## src/eamd_defines.vh

```
// Constants shared by the effective address mode decoder files.
`ifndef EAMD_DEFINES_VH
`define EAMD_DEFINES_VH

// Register byte offsets on the AHB-Lite slave.
`define EAMD_OFS_CTRL      8'h00
`define EAMD_OFS_OPERAND   8'h04
`define EAMD_OFS_RESULT    8'h08
`define EAMD_OFS_STATUS    8'h0C

// Reset values.
`define EAMD_CTRL_RST      1'b0
`define EAMD_OPERAND_RST   19'h00000
`define EAMD_RESULT_RST    22'h000000

// Operand register fields.
`define EAMD_OP_MODRM_LSB  0
`define EAMD_OP_SIB_LSB    8
`define EAMD_OP_ADDR32_BIT 16
`define EAMD_OP_DATA32_BIT 17
`define EAMD_OP_WIDTH_BIT  18
`define EAMD_OP_W          19

// Result register fields.
`define EAMD_RES_REGOP_BIT 0
`define EAMD_RES_REGN_LSB  1
`define EAMD_RES_KIND_LSB  4
`define EAMD_RES_BVLD_BIT  6
`define EAMD_RES_BASE_LSB  7
`define EAMD_RES_IVLD_BIT  10
`define EAMD_RES_INDEX_LSB 11
`define EAMD_RES_SCALE_LSB 14
`define EAMD_RES_DLEN_LSB  16
`define EAMD_RES_STACK_BIT 19
`define EAMD_RES_SIB_BIT   20
`define EAMD_RES_UNDEF_BIT 21
`define EAMD_RES_W         22

// Status register fields.
`define EAMD_STS_DONE_BIT  0
`define EAMD_STS_UNDEF_BIT 1
`define EAMD_STS_CNT_LSB   16

// Mode field codes.
`define EAMD_MOD_NODISP    2'h0
`define EAMD_MOD_DISP8     2'h1
`define EAMD_MOD_DISPW     2'h2
`define EAMD_MOD_REG       2'h3

// Special r/m, index and base codes.
`define EAMD_RM_SIB        3'h4
`define EAMD_RM_DIRECT32   3'h5
`define EAMD_RM_DIRECT16   3'h6
`define EAMD_IDX_NONE      3'h4
`define EAMD_GPR3          3'h3
`define EAMD_GPR4          3'h4
`define EAMD_GPR5          3'h5
`define EAMD_GPR6          3'h6
`define EAMD_GPR7          3'h7

// Displacement lengths in bytes.
`define EAMD_DLEN_NONE     3'h0
`define EAMD_DLEN_BYTE     3'h1
`define EAMD_DLEN_HALF     3'h2
`define EAMD_DLEN_WORD     3'h4

// Register operand kinds.
`define EAMD_KIND_LOW8     2'h0
`define EAMD_KIND_HIGH8    2'h1
`define EAMD_KIND_16       2'h2
`define EAMD_KIND_32       2'h3

`endif

```

## src/eamd_reg_operand.v

```verilog
// Register operand selection for the register form of the addressing byte.
`timescale 1ns/100ps
`include "eamd_defines.vh"

module eamd_reg_operand (
  input  wire [2:0] rm_i,
  input  wire       width_i,
  input  wire       data32_i,
  output reg  [2:0] num_o,
  output reg  [1:0] kind_o
);

  always @* begin
    if (width_i) begin
      num_o  = rm_i;
      kind_o = data32_i ? `EAMD_KIND_32 : `EAMD_KIND_16;
    end else begin
      // Byte codes 4-7 reach the high byte of registers 0-3.
      num_o  = {1'b0, rm_i[1:0]};
      kind_o = rm_i[2] ? `EAMD_KIND_HIGH8 : `EAMD_KIND_LOW8;
    end
  end

endmodule

```

## src/eamd_mem_decode.v

```verilog
// Memory form decode of the addressing bytes into base, index, displacement.
`timescale 1ns/100ps
`include "eamd_defines.vh"

module eamd_mem_decode (
  input  wire [7:0] modrm_i,
  input  wire [7:0] sib_i,
  input  wire       addr32_i,
  output reg        base_vld_o,
  output reg  [2:0] base_o,
  output reg        index_vld_o,
  output reg  [2:0] index_o,
  output reg  [1:0] scale_o,
  output reg  [2:0] disp_len_o,
  output reg        seg_stack_o,
  output reg        sib_used_o,
  output reg        undef_o
);

  wire [1:0] md  = modrm_i[7:6];
  wire [2:0] rm  = modrm_i[2:0];
  wire [1:0] ss  = sib_i[7:6];
  wire [2:0] idx = sib_i[5:3];
  wire [2:0] bs  = sib_i[2:0];

  always @* begin
    base_vld_o  = 1'b0;
    base_o      = 3'h0;
    index_vld_o = 1'b0;
    index_o     = 3'h0;
    scale_o     = 2'h0;
    disp_len_o  = `EAMD_DLEN_NONE;
    seg_stack_o = 1'b0;
    sib_used_o  = 1'b0;
    undef_o     = 1'b0;
    if (md == `EAMD_MOD_REG) begin
      disp_len_o = `EAMD_DLEN_NONE;
    end else if (!addr32_i) begin
      // 16-bit tables.
      if (md == `EAMD_MOD_DISP8)
        disp_len_o = `EAMD_DLEN_BYTE;
      else if (md == `EAMD_MOD_DISPW)
        disp_len_o = `EAMD_DLEN_HALF;
      base_vld_o = 1'b1;
      case (rm)
        3'h0: begin
          base_o = `EAMD_GPR3; index_vld_o = 1'b1; index_o = `EAMD_GPR6;
        end
        3'h1: begin
          base_o = `EAMD_GPR3; index_vld_o = 1'b1; index_o = `EAMD_GPR7;
        end
        3'h2: begin
          base_o = `EAMD_GPR5; index_vld_o = 1'b1; index_o = `EAMD_GPR6;
        end
        3'h3: begin
          base_o = `EAMD_GPR5; index_vld_o = 1'b1; index_o = `EAMD_GPR7;
        end
        3'h4: base_o = `EAMD_GPR6;
        3'h5: base_o = `EAMD_GPR7;
        3'h6: begin
          if (md == `EAMD_MOD_NODISP) begin
            base_vld_o = 1'b0;
            disp_len_o = `EAMD_DLEN_HALF;
          end else begin
            base_o = `EAMD_GPR5;
          end
        end
        default: base_o = `EAMD_GPR3;
      endcase
      seg_stack_o = base_vld_o && (base_o == `EAMD_GPR5);
    end else begin
      // 32-bit tables.
      if (md == `EAMD_MOD_DISP8)
        disp_len_o = `EAMD_DLEN_BYTE;
      else if (md == `EAMD_MOD_DISPW)
        disp_len_o = `EAMD_DLEN_WORD;
      if (rm == `EAMD_RM_SIB) begin
        sib_used_o  = 1'b1;
        base_vld_o  = 1'b1;
        base_o      = bs;
        scale_o     = ss;
        index_vld_o = (idx != `EAMD_IDX_NONE);
        index_o     = idx;
        // The address is undefined here; flagged, not corrected.
        undef_o = (idx == `EAMD_IDX_NONE) && (ss != 2'h0);
        if (md == `EAMD_MOD_NODISP && bs == `EAMD_GPR5) begin
          base_vld_o = 1'b0;
          disp_len_o = `EAMD_DLEN_WORD;
        end
        seg_stack_o = base_vld_o &&
                      (bs == `EAMD_GPR4 || bs == `EAMD_GPR5);
      end else if (md == `EAMD_MOD_NODISP && rm == `EAMD_RM_DIRECT32) begin
        disp_len_o = `EAMD_DLEN_WORD;
      end else begin
        base_vld_o  = 1'b1;
        base_o      = rm;
        seg_stack_o = (rm == `EAMD_GPR5);
      end
    end
  end

endmodule

```

## src/eamd_top.v

```verilog
// Effective address mode decoder with pipeline ports and an AHB-Lite slave.
//
// The AHB-Lite register port and the register addresses were decided locally.
`timescale 1ns/100ps
`include "eamd_defines.vh"

////////////////////////////////////////////////////////////////////////////////
module eamd_top (
  input  wire        clk_i,
  input  wire        rst_b_i,
  // Pipeline request from the opcode decode stage.
  input  wire        dec_valid_i,
  input  wire [7:0]  modrm_i,
  input  wire [7:0]  sib_i,
  input  wire        addr32_i,
  input  wire        data32_i,
  input  wire        width_i,
  // Decoded result towards address generation.
  output wire        res_valid_o,
  output wire        reg_op_o,
  output wire [2:0]  reg_num_o,
  output wire [1:0]  reg_kind_o,
  output wire        base_vld_o,
  output wire [2:0]  base_o,
  output wire        index_vld_o,
  output wire [2:0]  index_o,
  output wire [1:0]  scale_o,
  output wire [2:0]  disp_len_o,
  output wire        seg_stack_o,
  output wire        sib_used_o,
  output wire        undef_o,
  // AHB-Lite slave.
  input  wire        hsel_i,
  input  wire [31:0] haddr_i,
  input  wire [1:0]  htrans_i,
  input  wire        hwrite_i,
  input  wire [2:0]  hsize_i,
  input  wire [31:0] hwdata_i,
  input  wire        hready_i,
  output wire [31:0] hrdata_o,
  output wire        hreadyout_o,
  output wire        hresp_o
);

  ////////////////////////////////////////////////////////////////////////////
  // Bus slave state.

  reg        hreadyout_q;
  reg [31:0] hrdata_q;
  reg        rd_pend_q;
  reg        wr_pend_q;
  reg [7:0]  addr_q;

  // Software visible registers.
  reg                     sw_mode_q;
  reg [`EAMD_OP_W-1:0]    opnd_q;
  reg                     sw_go_q;
  reg                     done_q;
  reg [15:0]              cnt_q;

  // Result registers.
  reg [`EAMD_RES_W-1:0]   res_q;
  reg                     res_valid_q;

  // A transfer is taken only when selected, non-idle and the bus is ready.
  // The size is not checked: only whole word transfers are supported.
  wire acc    = hsel_i & htrans_i[1] & hready_i;
  wire wr_en  = wr_pend_q;
  wire wr_ctl = wr_en && (addr_q == `EAMD_OFS_CTRL);
  wire wr_opd = wr_en && (addr_q == `EAMD_OFS_OPERAND);
  wire wr_sts = wr_en && (addr_q == `EAMD_OFS_STATUS);

  ////////////////////////////////////////////////////////////////////////////
  // Decode source selection.

  wire [7:0] src_modrm  = sw_mode_q ? opnd_q[`EAMD_OP_MODRM_LSB +: 8]
                                    : modrm_i;
  wire [7:0] src_sib    = sw_mode_q ? opnd_q[`EAMD_OP_SIB_LSB +: 8] : sib_i;
  wire       src_addr32 = sw_mode_q ? opnd_q[`EAMD_OP_ADDR32_BIT] : addr32_i;
  wire       src_data32 = sw_mode_q ? opnd_q[`EAMD_OP_DATA32_BIT] : data32_i;
  wire       src_width  = sw_mode_q ? opnd_q[`EAMD_OP_WIDTH_BIT] : width_i;
  // In software mode the pipeline request is ignored, so a test program
  // cannot be disturbed by stray traffic from the decode stage.
  wire       dec_go     = sw_mode_q ? sw_go_q : dec_valid_i;

  ////////////////////////////////////////////////////////////////////////////
  // Decode datapath.

  // Both decoders run on every cycle; the mode field alone picks which
  // result is kept.  Keeping them apart lets each be checked on its own,
  // at the cost of a few gates that idle for the other form.

  wire       m_bvld;
  wire [2:0] m_base;
  wire       m_ivld;
  wire [2:0] m_index;
  wire [1:0] m_scale;
  wire [2:0] m_dlen;
  wire       m_stack;
  wire       m_sib;
  wire       m_undef;
  wire [2:0] r_num;
  wire [1:0] r_kind;

  eamd_mem_decode u_mem (
    .modrm_i     (src_modrm),
    .sib_i       (src_sib),
    .addr32_i    (src_addr32),
    .base_vld_o  (m_bvld),
    .base_o      (m_base),
    .index_vld_o (m_ivld),
    .index_o     (m_index),
    .scale_o     (m_scale),
    .disp_len_o  (m_dlen),
    .seg_stack_o (m_stack),
    .sib_used_o  (m_sib),
    .undef_o     (m_undef)
  );

  eamd_reg_operand u_reg (
    .rm_i     (src_modrm[2:0]),
    .width_i  (src_width),
    .data32_i (src_data32),
    .num_o    (r_num),
    .kind_o   (r_kind)
  );

  wire is_reg = (src_modrm[7:6] == `EAMD_MOD_REG);

  reg [`EAMD_RES_W-1:0] res_d;

  always @* begin
    res_d = `EAMD_RESULT_RST;
    res_d[`EAMD_RES_REGOP_BIT] = is_reg;
    if (is_reg) begin
      // Memory fields stay zero for a register operand.
      res_d[`EAMD_RES_REGN_LSB +: 3] = r_num;
      res_d[`EAMD_RES_KIND_LSB +: 2] = r_kind;
    end else begin
      res_d[`EAMD_RES_BVLD_BIT]       = m_bvld;
      res_d[`EAMD_RES_BASE_LSB +: 3]  = m_base;
      res_d[`EAMD_RES_IVLD_BIT]       = m_ivld;
      res_d[`EAMD_RES_INDEX_LSB +: 3] = m_index;
      res_d[`EAMD_RES_SCALE_LSB +: 2] = m_scale;
      res_d[`EAMD_RES_DLEN_LSB +: 3]  = m_dlen;
      res_d[`EAMD_RES_STACK_BIT]      = m_stack;
      res_d[`EAMD_RES_SIB_BIT]        = m_sib;
      res_d[`EAMD_RES_UNDEF_BIT]      = m_undef;
    end
  end

  ////////////////////////////////////////////////////////////////////////////
  // Result capture.

  // The result fields hold their last value between requests, so address
  // generation may read them at leisure; res_valid_o marks only the cycle
  // in which a new decode lands.  Memory fields are zero for a register
  // operand and register fields zero for a memory operand, which keeps
  // the unused fields from toggling.

  always @(posedge clk_i) begin
    if (!rst_b_i) begin
      res_q       <= `EAMD_RESULT_RST;
      res_valid_q <= 1'b0;
      cnt_q       <= 16'h0000;
    end else begin
      res_valid_q <= dec_go;
      if (dec_go) begin
        res_q <= res_d;
        cnt_q <= cnt_q + 16'h0001;
      end
    end
  end

  ////////////////////////////////////////////////////////////////////////////
  // Software registers.

  // Register map, one aligned word each, only haddr[7:0] decoded:
  //   0x00 control: bit 0 selects software mode, which mutes the pipeline.
  //   0x04 operand: addressing byte [7:0], sib byte [15:8], 32-bit
  //        addressing [16], 32-bit data [17], width bit [18].
  //   0x08 result: the captured decode, read only, laid out as res_q.
  //   0x0C status: done [0], undefined address [1], decode count [31:16].
  // Unmapped offsets read as zero and ignore writes, so a driver probing
  // the block never disturbs a decode in progress.
  //
  // Done is cleared by writing one to bit 0 of status.  A software decode
  // that completes in the same cycle as the clear wins, so a finished
  // result is never hidden from the program polling for it.
  //
  // The decode count counts pipeline and software decodes alike and wraps
  // silently; software must read it often enough to spot the wrap.

  always @(posedge clk_i) begin
    if (!rst_b_i) begin
      sw_mode_q <= `EAMD_CTRL_RST;
      opnd_q    <= `EAMD_OPERAND_RST;
      sw_go_q   <= 1'b0;
      done_q    <= 1'b0;
    end else begin
      if (wr_ctl)
        sw_mode_q <= hwdata_i[0];
      if (wr_opd)
        opnd_q <= hwdata_i[`EAMD_OP_W-1:0];
      // Writing the operand starts one decode when in software mode.
      sw_go_q <= wr_opd & sw_mode_q;
      // A decode finishing in the cycle of a clear keeps the flag set.
      if (sw_mode_q && sw_go_q)
        done_q <= 1'b1;
      else if (wr_sts && hwdata_i[`EAMD_STS_DONE_BIT])
        done_q <= 1'b0;
    end
  end

  ////////////////////////////////////////////////////////////////////////////
  // AHB-Lite slave timing.

  // The write data phase never stalls: the register updates at the edge
  // that ends it.  A read costs one wait state and the slave always
  // answers OKAY, as there is no access that it could refuse.

  reg [31:0] rd_mux;

  always @* begin
    rd_mux = 32'h00000000;
    case (addr_q)
      `EAMD_OFS_CTRL:    rd_mux[0] = sw_mode_q;
      `EAMD_OFS_OPERAND: rd_mux[`EAMD_OP_W-1:0] = opnd_q;
      `EAMD_OFS_RESULT:  rd_mux[`EAMD_RES_W-1:0] = res_q;
      `EAMD_OFS_STATUS: begin
        rd_mux[`EAMD_STS_DONE_BIT]     = done_q;
        rd_mux[`EAMD_STS_UNDEF_BIT]    = res_q[`EAMD_RES_UNDEF_BIT];
        rd_mux[`EAMD_STS_CNT_LSB +: 16] = cnt_q;
      end
      default:           rd_mux = 32'h00000000;
    endcase
  end

  // Reads take one wait state so that read data always reflects a write
  // completed in the data phase just before.
  always @(posedge clk_i) begin
    if (!rst_b_i) begin
      hreadyout_q <= 1'b1;
      hrdata_q    <= 32'h00000000;
      rd_pend_q   <= 1'b0;
      wr_pend_q   <= 1'b0;
      addr_q      <= 8'h00;
    end else begin
      rd_pend_q   <= acc & ~hwrite_i;
      wr_pend_q   <= acc & hwrite_i;
      hreadyout_q <= ~(acc & ~hwrite_i);
      if (acc)
        addr_q <= haddr_i[7:0];
      if (rd_pend_q)
        hrdata_q <= rd_mux;
    end
  end

  ////////////////////////////////////////////////////////////////////////////
  // Outputs.

  assign hrdata_o    = hrdata_q;
  assign hreadyout_o = hreadyout_q;
  assign hresp_o     = 1'b0;

  assign res_valid_o = res_valid_q;
  assign reg_op_o    = res_q[`EAMD_RES_REGOP_BIT];
  assign reg_num_o   = res_q[`EAMD_RES_REGN_LSB +: 3];
  assign reg_kind_o  = res_q[`EAMD_RES_KIND_LSB +: 2];
  assign base_vld_o  = res_q[`EAMD_RES_BVLD_BIT];
  assign base_o      = res_q[`EAMD_RES_BASE_LSB +: 3];
  assign index_vld_o = res_q[`EAMD_RES_IVLD_BIT];
  assign index_o     = res_q[`EAMD_RES_INDEX_LSB +: 3];
  assign scale_o     = res_q[`EAMD_RES_SCALE_LSB +: 2];
  assign disp_len_o  = res_q[`EAMD_RES_DLEN_LSB +: 3];
  assign seg_stack_o = res_q[`EAMD_RES_STACK_BIT];
  assign sib_used_o  = res_q[`EAMD_RES_SIB_BIT];
  assign undef_o     = res_q[`EAMD_RES_UNDEF_BIT];

endmodule

```

## config.mk

```make
export PLATFORM = sky130hd
export DESIGN_NAME = eamd_top
export DESIGN_NICKNAME = d
export VERILOG_FILES = /design/src/eamd_reg_operand.v /design/src/eamd_mem_decode.v /design/src/eamd_top.v
export VERILOG_INCLUDE_DIRS = /design/src
export SDC_FILE = /design/constraint.sdc
export NUM_CORES = 1
export LEC_CHECK = 0
export BUFFER_PORTS_ARGS = -buffer_cell sky130_fd_sc_hd__buf_2
export CORE_ASPECT_RATIO = 0.9
export CORE_MARGIN = 1.5
export CORE_UTILIZATION = 56
export DETAILED_ROUTE_END_ITERATION = 10
export MAX_ROUTING_LAYER = met4
export PLACE_DENSITY = 0.86
export SETUP_SLACK_MARGIN = 0.05
export SLEW_MARGIN = 20
export SYNTH_ARGS = -nofsm -noshare
export SYNTH_HDL_FRONTEND = slang
export SYNTH_SLANG_ARGS = --single-unit
```

## constraint.sdc

```tcl
create_clock -name clk_i -period 3.64 [get_ports clk_i]
set_clock_uncertainty 0.15 [all_clocks]
set_input_delay 0.182 -clock clk_i [delete_from_list [all_inputs] [get_ports clk_i]]
set_output_delay 0.182 -clock clk_i [all_outputs]
set_load 0.005 [all_outputs]
```

==> results of run 1 <==
[layout make-up]
type,instances,area [µm²],area share [%]
flip-flops and latches,104,2083,34.73
repair buffers,139,850.8,14.18
clock buffers,10,137.6,2.295
multi-input cells,416,2696,44.95
clock inverters,6,58.81,0.9804
well taps,119,148.9,2.482
inverters,6,22.52,0.3755
[cell usage after synthesis, types with 3 or more instances]
cell                       count
sky130_fd_sc_hd__a21oi_1      57
sky130_fd_sc_hd__xnor2_1       4
sky130_fd_sc_hd__nand2b_1     38
sky130_fd_sc_hd__xor2_1        3
sky130_fd_sc_hd__mux2i_1      35
sky130_fd_sc_hd__clkbuf_1     19
sky130_fd_sc_hd__a22oi_1       3
sky130_fd_sc_hd__mux2_2       13
sky130_fd_sc_hd__nor2_1       48
sky130_fd_sc_hd__nor2b_1       5
sky130_fd_sc_hd__dfxtp_1     104
sky130_fd_sc_hd__buf_1         4
sky130_fd_sc_hd__nand3_1      32
sky130_fd_sc_hd__a32o_1        4
sky130_fd_sc_hd__nand4_1      15
sky130_fd_sc_hd__or3_1         4
sky130_fd_sc_hd__a31oi_1       4
sky130_fd_sc_hd__a221oi_1      3
sky130_fd_sc_hd__buf_6         4
sky130_fd_sc_hd__o21ai_1       6
sky130_fd_sc_hd__and3_1        7
sky130_fd_sc_hd__buf_2         8
sky130_fd_sc_hd__a22o_1       18
sky130_fd_sc_hd__inv_1         5
sky130_fd_sc_hd__nand2_1      49
sky130_fd_sc_hd__o21ai_0       6
sky130_fd_sc_hd__nor3_1        8
sky130_fd_sc_hd__o31ai_1       5
sky130_fd_sc_hd__buf_4         3
[what timing repair did]
action	in CTS	in global routing
gates resized for setup	0	0
hold endpoints to repair	31	0
setup endpoints to repair	0	0
hold buffers	28	0
[cells by family after synthesis]
kind of cell             Yosys count
XOR/XNOR                           7
AND/OR/NAND/NOR                  232
flip-flops                       104
multiplexers                      52
other                              1
buffers and inverters             47
adder cells (fa/ha/maj)            1
AO/OA/AOI/OAI                    123
[worst paths after layout]
| kind | endpoint | slack, ns | from | cells after the start |
|---|---|---|---|---|
| max | res_q[21] | 0.98 | sw_mode_q | 4 |
| min | res_q[11] | 0.07 | rst_b_i | 2 |
| max reg2reg | res_q[21] | 0.98 | sw_mode_q | 4 |
| min reg2reg | addr_q[6] | 0.32 | addr_q[6] | 2 |
[worst register-to-register path: stages, from the launching register on]
cell                        delay, ns
sky130_fd_sc_hd__dfxtp_2         1.07
sky130_fd_sc_hd__mux2_4          0.48
sky130_fd_sc_hd__o2111ai_2       0.25
sky130_fd_sc_hd__a2111oi_1       0.50
sky130_fd_sc_hd__o21a_1          0.17
[metal layers]
layer | up-vias | global-route usage (%) | share of wire (%)
met2 | 203 | 44.90 | 47
met3 | 32 | 4.335 | 6.6
met4 | 0 | 9.347 | 2.1
li1 | 2255 | - | -
met1 | 2204 | 39.80 | 45
met5 | - | - | 0
[state kept, by name, summed over array words and instances (netlist names), 8 cells and up]
| signal | flops |
|---|---|
| res_q | 22 |
| addr_q | 8 |
| opnd_q | 19 |
| cnt_q | 16 |
| hrdata_o | 32 |
[metrics by stage]
| stage | area, µm² | total power (W) | util (%) | hold WS (ns) |
|---|---|---|---|---|
| 2_1_floorplan | 5037 | 0.001312 | - | 0.1243 |
| 3_3_place_gp | 5522 | 0.001377 | 63.85 | 0.2299 |
| 3_5_place_dp | 5522 | 0.001382 | 63.85 | 0.2322 |
| 4_1_cts | 5998 | 0.002106 | 69.36 | 0.04957 |
| 5_1_grt | 5998 | 0.002171 | 69.36 | 0.05881 |
| 6_report | 5998 | 0.002103 | 69.36 | 0.06621 |
[report_power, final]
| group | leakage, nW | internal, W | total, W | switching [W] |
|---|---|---|---|---|
| combinational | 1.55 | 0.0000933 | 0.000215 | 0.000122 |
| clock | 0.0988 | 0.000286 | 0.000717 | 0.000431 |
| sequential | 0.841 | 0.00115 | 0.00117 | 0.0000178 |
| total | 2.49 | 0.00153 | 0.00210 | 0.000571 |
[layout by cell type (no fill, tap or decap), types with 3 or more instances in the layout]
| master | n |
|---|---|
| sky130_fd_sc_hd__inv_1 | 5 |
| sky130_fd_sc_hd__a22o_1 | 18 |
| sky130_fd_sc_hd__xor2_1 | 3 |
| sky130_fd_sc_hd__xnor2_1 | 4 |
| sky130_fd_sc_hd__o31ai_1 | 5 |
| sky130_fd_sc_hd__inv_8 | 3 |
| sky130_fd_sc_hd__nor3_1 | 8 |
| sky130_fd_sc_hd__o21ai_0 | 6 |
| sky130_fd_sc_hd__dfxtp_1 | 103 |
| sky130_fd_sc_hd__a22oi_1 | 3 |
| sky130_fd_sc_hd__and3_1 | 7 |
| sky130_fd_sc_hd__a31oi_1 | 4 |
| sky130_fd_sc_hd__a221oi_1 | 3 |
| sky130_fd_sc_hd__a21oi_1 | 57 |
| sky130_fd_sc_hd__dlygate4sd3_1 | 28 |
| sky130_fd_sc_hd__clkbuf_8 | 10 |
| sky130_fd_sc_hd__a32o_1 | 4 |
| sky130_fd_sc_hd__o21ai_1 | 6 |
| sky130_fd_sc_hd__buf_4 | 6 |
| sky130_fd_sc_hd__nand2_1 | 49 |
| sky130_fd_sc_hd__nand2b_1 | 38 |
| sky130_fd_sc_hd__mux2_2 | 13 |
| sky130_fd_sc_hd__nand3_1 | 32 |
| sky130_fd_sc_hd__buf_2 | 105 |
| sky130_fd_sc_hd__nor2b_1 | 5 |
| sky130_fd_sc_hd__nor2_1 | 48 |
| sky130_fd_sc_hd__nand4_1 | 15 |
| sky130_fd_sc_hd__or3_1 | 4 |
| sky130_fd_sc_hd__mux2i_1 | 35 |
==> tab_implementation.tex, run 1 <==
\begin{tabular}{lr}
\hline
Metric & Value \\
\hline
\multicolumn{2}{l}{\textbf{Setup path}} \\
\quad Cell-by-cell trace of the critical path & mux2\_4, o2111ai\_2, a2111oi\_1, o21a\_1 \\
\quad Data required time of the critical path & 3.81 ns \\
\quad Capturing element type of the critical path & flip-flop \\
\quad WP buf/inv & 0 \\
\quad Type of the setup path with the least slack & flip-flop to flip-flop \\
\quad Slowest cell on the critical path & sky130\_fd\_sc\_hd\_\_dfxtp\_2 \\
\quad Arrival time at the worst endpoint & 2.83 ns \\
\quad Delay contributed by the slowest stage of the critical path & 1.07 ns \\
\quad Element type at the critical path start & flip-flop \\
\quad CP Max Fanout & 51 \\
\quad Top cell family by delay on the critical path & flip-flops \\
\multicolumn{2}{l}{\textbf{Finish}} \\
\quad Fillcell total & 713 \\
\quad Non-filler instance count after layout & 800 \\
\quad Fraction of layout instances using a drive strength above 1 & 23.20\% \\
\quad Final net count & 771 \\
\quad Total inserted antenna cells & 0 \\
\quad Syn-to-layout area delta & 19.08\% \\
\multicolumn{2}{l}{\textbf{Place}} \\
\quad Dpl ws & 1.045 ns \\
\quad Port-buffer cells & 105 \\
\quad HPWL after detailed placement & 9073 µm \\
\quad Routability-driven placement congestion ratio & 0.9872 \\
\quad Total placed cells including tap cells & 756 \\
\multicolumn{2}{l}{\textbf{Die}} \\
\quad Full die area & 9574 µm² \\
\quad Initial cell density of the core & 58.25\% \\
\quad Core box area & 8648 µm² \\
\quad Die boundary width & 103.0 µm \\
\quad Die Y-Extent & 92.98 µm \\
\quad Cell row count & 32 \\
\quad Ports & 151 \\
\multicolumn{2}{l}{\textbf{Logic synthesis}} \\
\quad Post-Syn Nets & 662 \\
\quad Share of synthesized flip-flops with an asynchronous set or reset & 0\% \\
\quad Simple-Gate Fraction of Synth Area & 24.37\% \\
\quad Number of flops mapped to enable cells by yosys & 0 \\
\quad Number of synthesis warnings & 0 \\
\quad Synth Instances & 567 \\
\quad Main combinational cell family by area after synthesis & simple AND/OR/NAND/NOR gates \\
\quad Total of flip-flops plus latches after synthesis & 104 \\
\quad Cell types with the largest area share after synthesis & sky130\_fd\_sc\_hd\_\_dfxtp\_1 (41\%), sky130\_fd\_sc\_hd\_\_mux2i\_1 (7.0\%), sky130\_fd\_sc\_hd\_\_a21oi\_1 (5.7\%) \\
\quad Total standard cell area after synthesis & 5037 µm² \\
\quad Primary FF master, synth & sky130\_fd\_sc\_hd\_\_dfxtp\_1 \\
\quad Xor and xnor fraction of the mapped netlist area & 1.217\% \\
\quad Top cell type's share of synthesized area & 41.33\% \\
\quad Proportion of synthesized area in mux cells & 11.33\% \\
\quad Unique masters post-synth & 72 \\
\quad Average size of a mapped cell & 8.884 µm² \\
\quad Biggest area consumer among synthesized cells & sky130\_fd\_sc\_hd\_\_dfxtp\_1 \\
\quad Share of the yosys chip area belonging to registers & 41.33\% \\
\quad Synthesized-area fraction occupied by adder cells & 0.2484\% \\
\quad Complex-gate fraction of the synthesized area & 16.29\% \\
\multicolumn{2}{l}{\textbf{Timing}} \\
\quad Total Negative Setup Slacks & 0 ns \\
\quad Least setup slack across all paths after layout & 0.9808 ns \\
\quad Highest Clock Rate & 376.1 MHz \\
\quad Worst slew margin relative to its limit & 26.09\% \\
\quad Count of pins over their slew limit & 0 \\
\quad Tcrit/Tclk final & 73.05\% \\
\quad Hold Fails Final Rpt & 0 \\
\quad Final critical path time including I/O delays and setup & 2.659 ns \\
\quad Unrepaired setup endpoints after global routing & no \\
\quad Count of final setup violators & 0 \\
\quad Slew of the pin with the lowest slew margin & 1.109 ns \\
\multicolumn{2}{l}{\textbf{Worst hold path}} \\
\quad Path type of the worst min-delay path & primary input to flip-flop \\
\multicolumn{2}{l}{\textbf{GRT}} \\
\quad Remaining Overflow, GRT & 0 \\
\quad Global router's overall resource usage & 29.23\% \\
\quad Global-route wire length before repair & 21260 µm \\
\quad Vias in the first global route & 4253 \\
\quad Pin count of the biggest net entering global routing & 65 \\
\quad Antenna violations before repair & 0 \\
\multicolumn{2}{l}{\textbf{Clocking}} \\
\quad Clock root buffer & sky130\_fd\_sc\_hd\_\_clkbuf\_8 \\
\quad Clock tree from TritonCTS & built \\
\quad Clock buffer count from CTS & 9 \\
\quad Post-CTS setup repair buffer count & 0 \\
\quad Number of clock sinks seen by CTS & 104 \\
\quad Clock slew seen by the registers of the worst setup and hold paths & 0.11 ns \\
\quad Max Buffers Root-to-Sink & 2 \\
\quad Count of H-tree levels built during CTS & 3 \\
\quad Clock network latency to the later pin of the worst-skew pair & 0.37 ns \\
\multicolumn{2}{l}{\textbf{Route}} \\
\quad Routed wire length & 13560 µm \\
\quad Post-DR wirelength/cell & 16.96 µm \\
\quad Routed vias/inst & 5.868 \\
\quad First-iteration detailed-routing DRC count & 336 \\
\quad DR DRC count & 0 \\
\quad Number of iterations in the first detailed-routing pass & 5 \\
\quad Total via count in the routed design & 4694 \\
\quad Routed Antenna Nets & 0 \\
\multicolumn{2}{l}{\textbf{Power and ir drop}} \\
\quad Leak Pwr & 2.489 nW \\
\quad Power density normalized to cell area & 350.7 nW/µm² \\
\quad VDD IR max & 0.1951 mV \\
\multicolumn{2}{l}{\textbf{Flow run}} \\
\quad Maxcap violations & 0 \\
\multicolumn{2}{l}{\textbf{Status}} \\
\quad Outcome & finished, final reports clean \\
\hline
\end{tabular}
Note: power is estimated with default switching activity, not from simulation.
==> inputs of run 2 (changes only) <==
--- a/config.mk
+++ b/config.mk
@@ -9,10 +9,10 @@
 export BUFFER_PORTS_ARGS = -buffer_cell sky130_fd_sc_hd__buf_2
 export CORE_ASPECT_RATIO = 0.9
 export CORE_MARGIN = 1.5
-export CORE_UTILIZATION = 56
+export CORE_UTILIZATION = 52
 export DETAILED_ROUTE_END_ITERATION = 10
 export MAX_ROUTING_LAYER = met4
-export PLACE_DENSITY = 0.86
+export PLACE_DENSITY = 0.8
 export SETUP_SLACK_MARGIN = 0.05
 export SLEW_MARGIN = 20
 export SYNTH_ARGS = -nofsm -noshare
==> constraint.sdc (replaced) <==
create_clock -name clk_i -period 2.5 [get_ports clk_i]
set_clock_uncertainty 0.15 [all_clocks]
set_input_delay 0.125 -clock clk_i [delete_from_list [all_inputs] [get_ports clk_i]]
set_output_delay 0.125 -clock clk_i [all_outputs]
set_load 0.005 [all_outputs]
==> tab_implementation.tex, run 2 (synthesis results as in run 1) <==
\begin{tabular}{lr}
\hline
Metric & Value \\
\hline
\multicolumn{2}{l}{\textbf{Timing}} \\
\quad Count of final setup violators & 0 (unchanged) \\
\quad Count of pins over their slew limit & 0 (unchanged) \\
\quad Hold Fails Final Rpt & 0 (unchanged) \\
\quad Unrepaired setup endpoints after global routing & no (unchanged) \\
\quad Total Negative Setup Slacks & 0 ns (unchanged) \\
\quad Slew of the pin with the lowest slew margin & 0.7468 ns (was 1.109 ns) \\
\quad Final critical path time including I/O delays and setup & 2.227 ns (was 2.659 ns) \\
\quad Tcrit/Tclk final & 89.08\% (was 73.05\%) \\
\quad Highest Clock Rate & 449.0 MHz (was 376.1 MHz) \\
\quad Worst slew margin relative to its limit & 50.21\% (was 26.09\%) \\
\multicolumn{2}{l}{\textbf{Die}} \\
\quad Cell row count & 33 (was 32) \\
\quad Ports & 151 (unchanged) \\
\quad Full die area & 10290 µm² (was 9574 µm²) \\
\quad Die Y-Extent & 96.37 µm (was 92.98 µm) \\
\quad Die boundary width & 106.7 µm (was 103.0 µm) \\
\quad Initial cell density of the core & 54.46\% (was 58.25\%) \\
\quad Core box area & 9249 µm² (was 8648 µm²) \\
\multicolumn{2}{l}{\textbf{Clocking}} \\
\quad Clock buffer count from CTS & 9 (unchanged) \\
\quad Clock slew seen by the registers of the worst setup and hold paths & 0.11 ns (about the same) \\
\quad Hold-fix buffers, CTS & 29 (was 28) \\
\quad Number of clock sinks seen by CTS & 104 (unchanged) \\
\quad Clock tree from TritonCTS & built (unchanged) \\
\quad Clock network latency to the later pin of the worst-skew pair & 0.38 ns (was 0.37 ns) \\
\quad Clock root buffer & sky130\_fd\_sc\_hd\_\_clkbuf\_8 (unchanged) \\
\quad Max Buffers Root-to-Sink & 2 (unchanged) \\
\quad Post-CTS setup repair buffer count & 0 (unchanged) \\
\quad CTS-repair resized insts & 0 (unchanged) \\
\quad Count of H-tree levels built during CTS & 3 (unchanged) \\
\multicolumn{2}{l}{\textbf{Setup path}} \\
\quad Capturing element type of the critical path & flip-flop (unchanged) \\
\quad WP buf/inv & 1 (was 0) \\
\quad Arrival time at the worst endpoint & 2.41 ns (was 2.83 ns) \\
\quad Slowest cell on the critical path & sky130\_fd\_sc\_hd\_\_dfxtp\_2 (unchanged) \\
\quad Element type at the critical path start & flip-flop (unchanged) \\
\quad CP Max Fanout & 25 (was 51) \\
\quad Type of the setup path with the least slack & flip-flop to flip-flop (unchanged) \\
\quad Delay contributed by the slowest stage of the critical path & 0.51 ns (was 1.07 ns) \\
\quad Top cell family by delay on the critical path & simple AND/OR/NAND/NOR gates (was flip-flops) \\
\quad Cell-by-cell trace of the critical path & buf\_4, or3b\_4, and2\_4, a2111oi\_1, o21a\_1 (was mux2\_4, o2111ai\_2, a2111oi\_1, o21a\_1) \\
\quad Data required time of the critical path & 2.69 ns (was 3.81 ns) \\
\multicolumn{2}{l}{\textbf{GRT}} \\
\quad Vias in the first global route & 4129 (was 4253) \\
\quad Antenna violations before repair & 0 (unchanged) \\
\quad Global-route wire length before repair & 21010 µm (was 21260 µm) \\
\quad Pin count of the biggest net entering global routing & 65 (unchanged) \\
\quad Global router's overall resource usage & 27.14\% (was 29.23\%) \\
\quad Remaining Overflow, GRT & 0 (unchanged) \\
\multicolumn{2}{l}{\textbf{Route}} \\
\quad Number of iterations in the first detailed-routing pass & 4 (was 5) \\
\quad Routed vias/inst & 5.764 (was 5.868) \\
\quad Total via count in the routed design & 4680 (was 4694) \\
\quad First-iteration detailed-routing DRC count & 318 (was 336) \\
\quad Routed wire length & 13660 µm (was 13560 µm) \\
\quad DR DRC count & 0 (unchanged) \\
\quad Post-DR wirelength/cell & 16.82 µm (was 16.96 µm) \\
\quad Routed Antenna Nets & 0 (unchanged) \\
\multicolumn{2}{l}{\textbf{Status}} \\
\quad Outcome & finished, final reports clean (unchanged) \\
\multicolumn{2}{l}{\textbf{Power and ir drop}} \\
\quad Power density normalized to cell area & 519.7 nW/µm² (was 350.7 nW/µm²) \\
\quad VDD IR max & 0.2638 mV (was 0.1951 mV) \\
\quad Leak Pwr & 2.543 nW (was 2.489 nW) \\
\multicolumn{2}{l}{\textbf{Place}} \\
\quad HPWL after detailed placement & 9584 µm (was 9073 µm) \\
\quad Port-buffer cells & 105 (unchanged) \\
\quad Routability-driven placement congestion ratio & 0.9204 (was 0.9872) \\
\quad Total placed cells including tap cells & 767 (was 756) \\
\multicolumn{2}{l}{\textbf{Finish}} \\
\quad Total inserted antenna cells & 0 (unchanged) \\
\quad Fraction of layout instances using a drive strength above 1 & 24.06\% (was 23.20\%) \\
\quad Non-filler instance count after layout & 812 (was 800) \\
\quad Number of flip-flops in the largest register & 32 (unchanged) \\
\quad Fillcell total & 792 (was 713) \\
\quad Multi-input gate area & 2696 µm² (unchanged) \\
\quad Highest-count cells in the layout ignoring fill and taps & sky130\_fd\_sc\_hd\_\_buf\_2 (105), sky130\_fd\_sc\_hd\_\_dfxtp\_1 (103), sky130\_fd\_sc\_hd\_\_a21oi\_1 (57), sky130\_fd\_sc\_hd\_\_nand2\_1 (49), sky130\_fd\_sc\_hd\_\_nor2\_1 (48) (unchanged) \\
\quad Leading cell type in the layout, fill and taps excluded & sky130\_fd\_sc\_hd\_\_buf\_2 (unchanged) \\
\quad Syn-to-layout area delta & 20.94\% (was 19.08\%) \\
\quad Sequential cell area & 2083 µm² (unchanged) \\
\quad Final Core Density & 65.87\% (was 69.36\%) \\
\quad Final net count & 780 (was 771) \\
\multicolumn{2}{l}{\textbf{Worst hold path}} \\
\quad Path type of the worst min-delay path & primary input to flip-flop (unchanged) \\
\multicolumn{2}{l}{\textbf{Flow run}} \\
\quad Maxcap violations & 0 (unchanged) \\
\hline
\end{tabular}
## run 2: power by group
group	internal [W]	leakage, nW	switching [W]	total (W)
clock network	0.000496	0.110	0.000643	0.00114
registers	0.00168	0.841	0.0000241	0.00170
logic	0.000144	1.59	0.000180	0.000324
total	0.00232	2.54	0.000847	0.00317
## run 2: per-layer routing
metal  global-route usage [%]  share of wire [%]  vias to the layer above  wire, µm
met1                    37.00                 44                     2212      6076
met3                    4.628                7.6                       11      1041
met2                    42.95                 47                      186      6461
met4                    5.222               0.56                        0        76
li1                         -                  -                     2271         -
met5                        -                  0                        -         0
## run 2: layout make-up
| class | count | share of cell area [%] |
|---|---|---|
| clock buffer | 9 | 2.033 |
| inverter | 6 | 0.3697 |
| clock inverter | 7 | 1.520 |
| multi-input combinational | 416 | 44.26 |
| sequential | 104 | 34.20 |
| tap | 122 | 2.506 |
| timing repair buffer | 148 | 15.12 |
## run 2: final timing paths
| kind | slack (ns) | from | end | cells past startpoint |
|---|---|---|---|---|
| hold reg to reg | 0.32 | addr_q[6] | addr_q[6] | 2 |
| setup / recovery | 0.27 | sw_mode_q | res_q[21] | 5 |
| hold / removal | 0.02 | dec_valid_i | res_q[17] | 4 |
| setup reg to reg | 0.27 | sw_mode_q | res_q[21] | 5 |
## run 2: per-stage QoR
stage                     worst slack [ns]  instance area [µm²]  hold slack (ns)  total power, W
after detailed placement            0.2984                 5585           0.1802        0.002024
final                               0.2730                 6092          0.01631        0.003166
after floorplan                     0.7996                 5037          0.06729        0.001911
after global placement              0.3544                 5585           0.1735        0.002019
after CTS                           0.2794                 6092         0.003550        0.003177
after global routing                0.1264                 6092          0.04817        0.003284
## run 2: worst register-to-register path: cells and delay by family (launching register included)
family	cells	cell delay [ns]
AO/OA/AOI/OAI	2	0.57
AND/OR/NAND/NOR	2	0.65
flip-flops	1	0.51
buffers and inverters	1	0.31
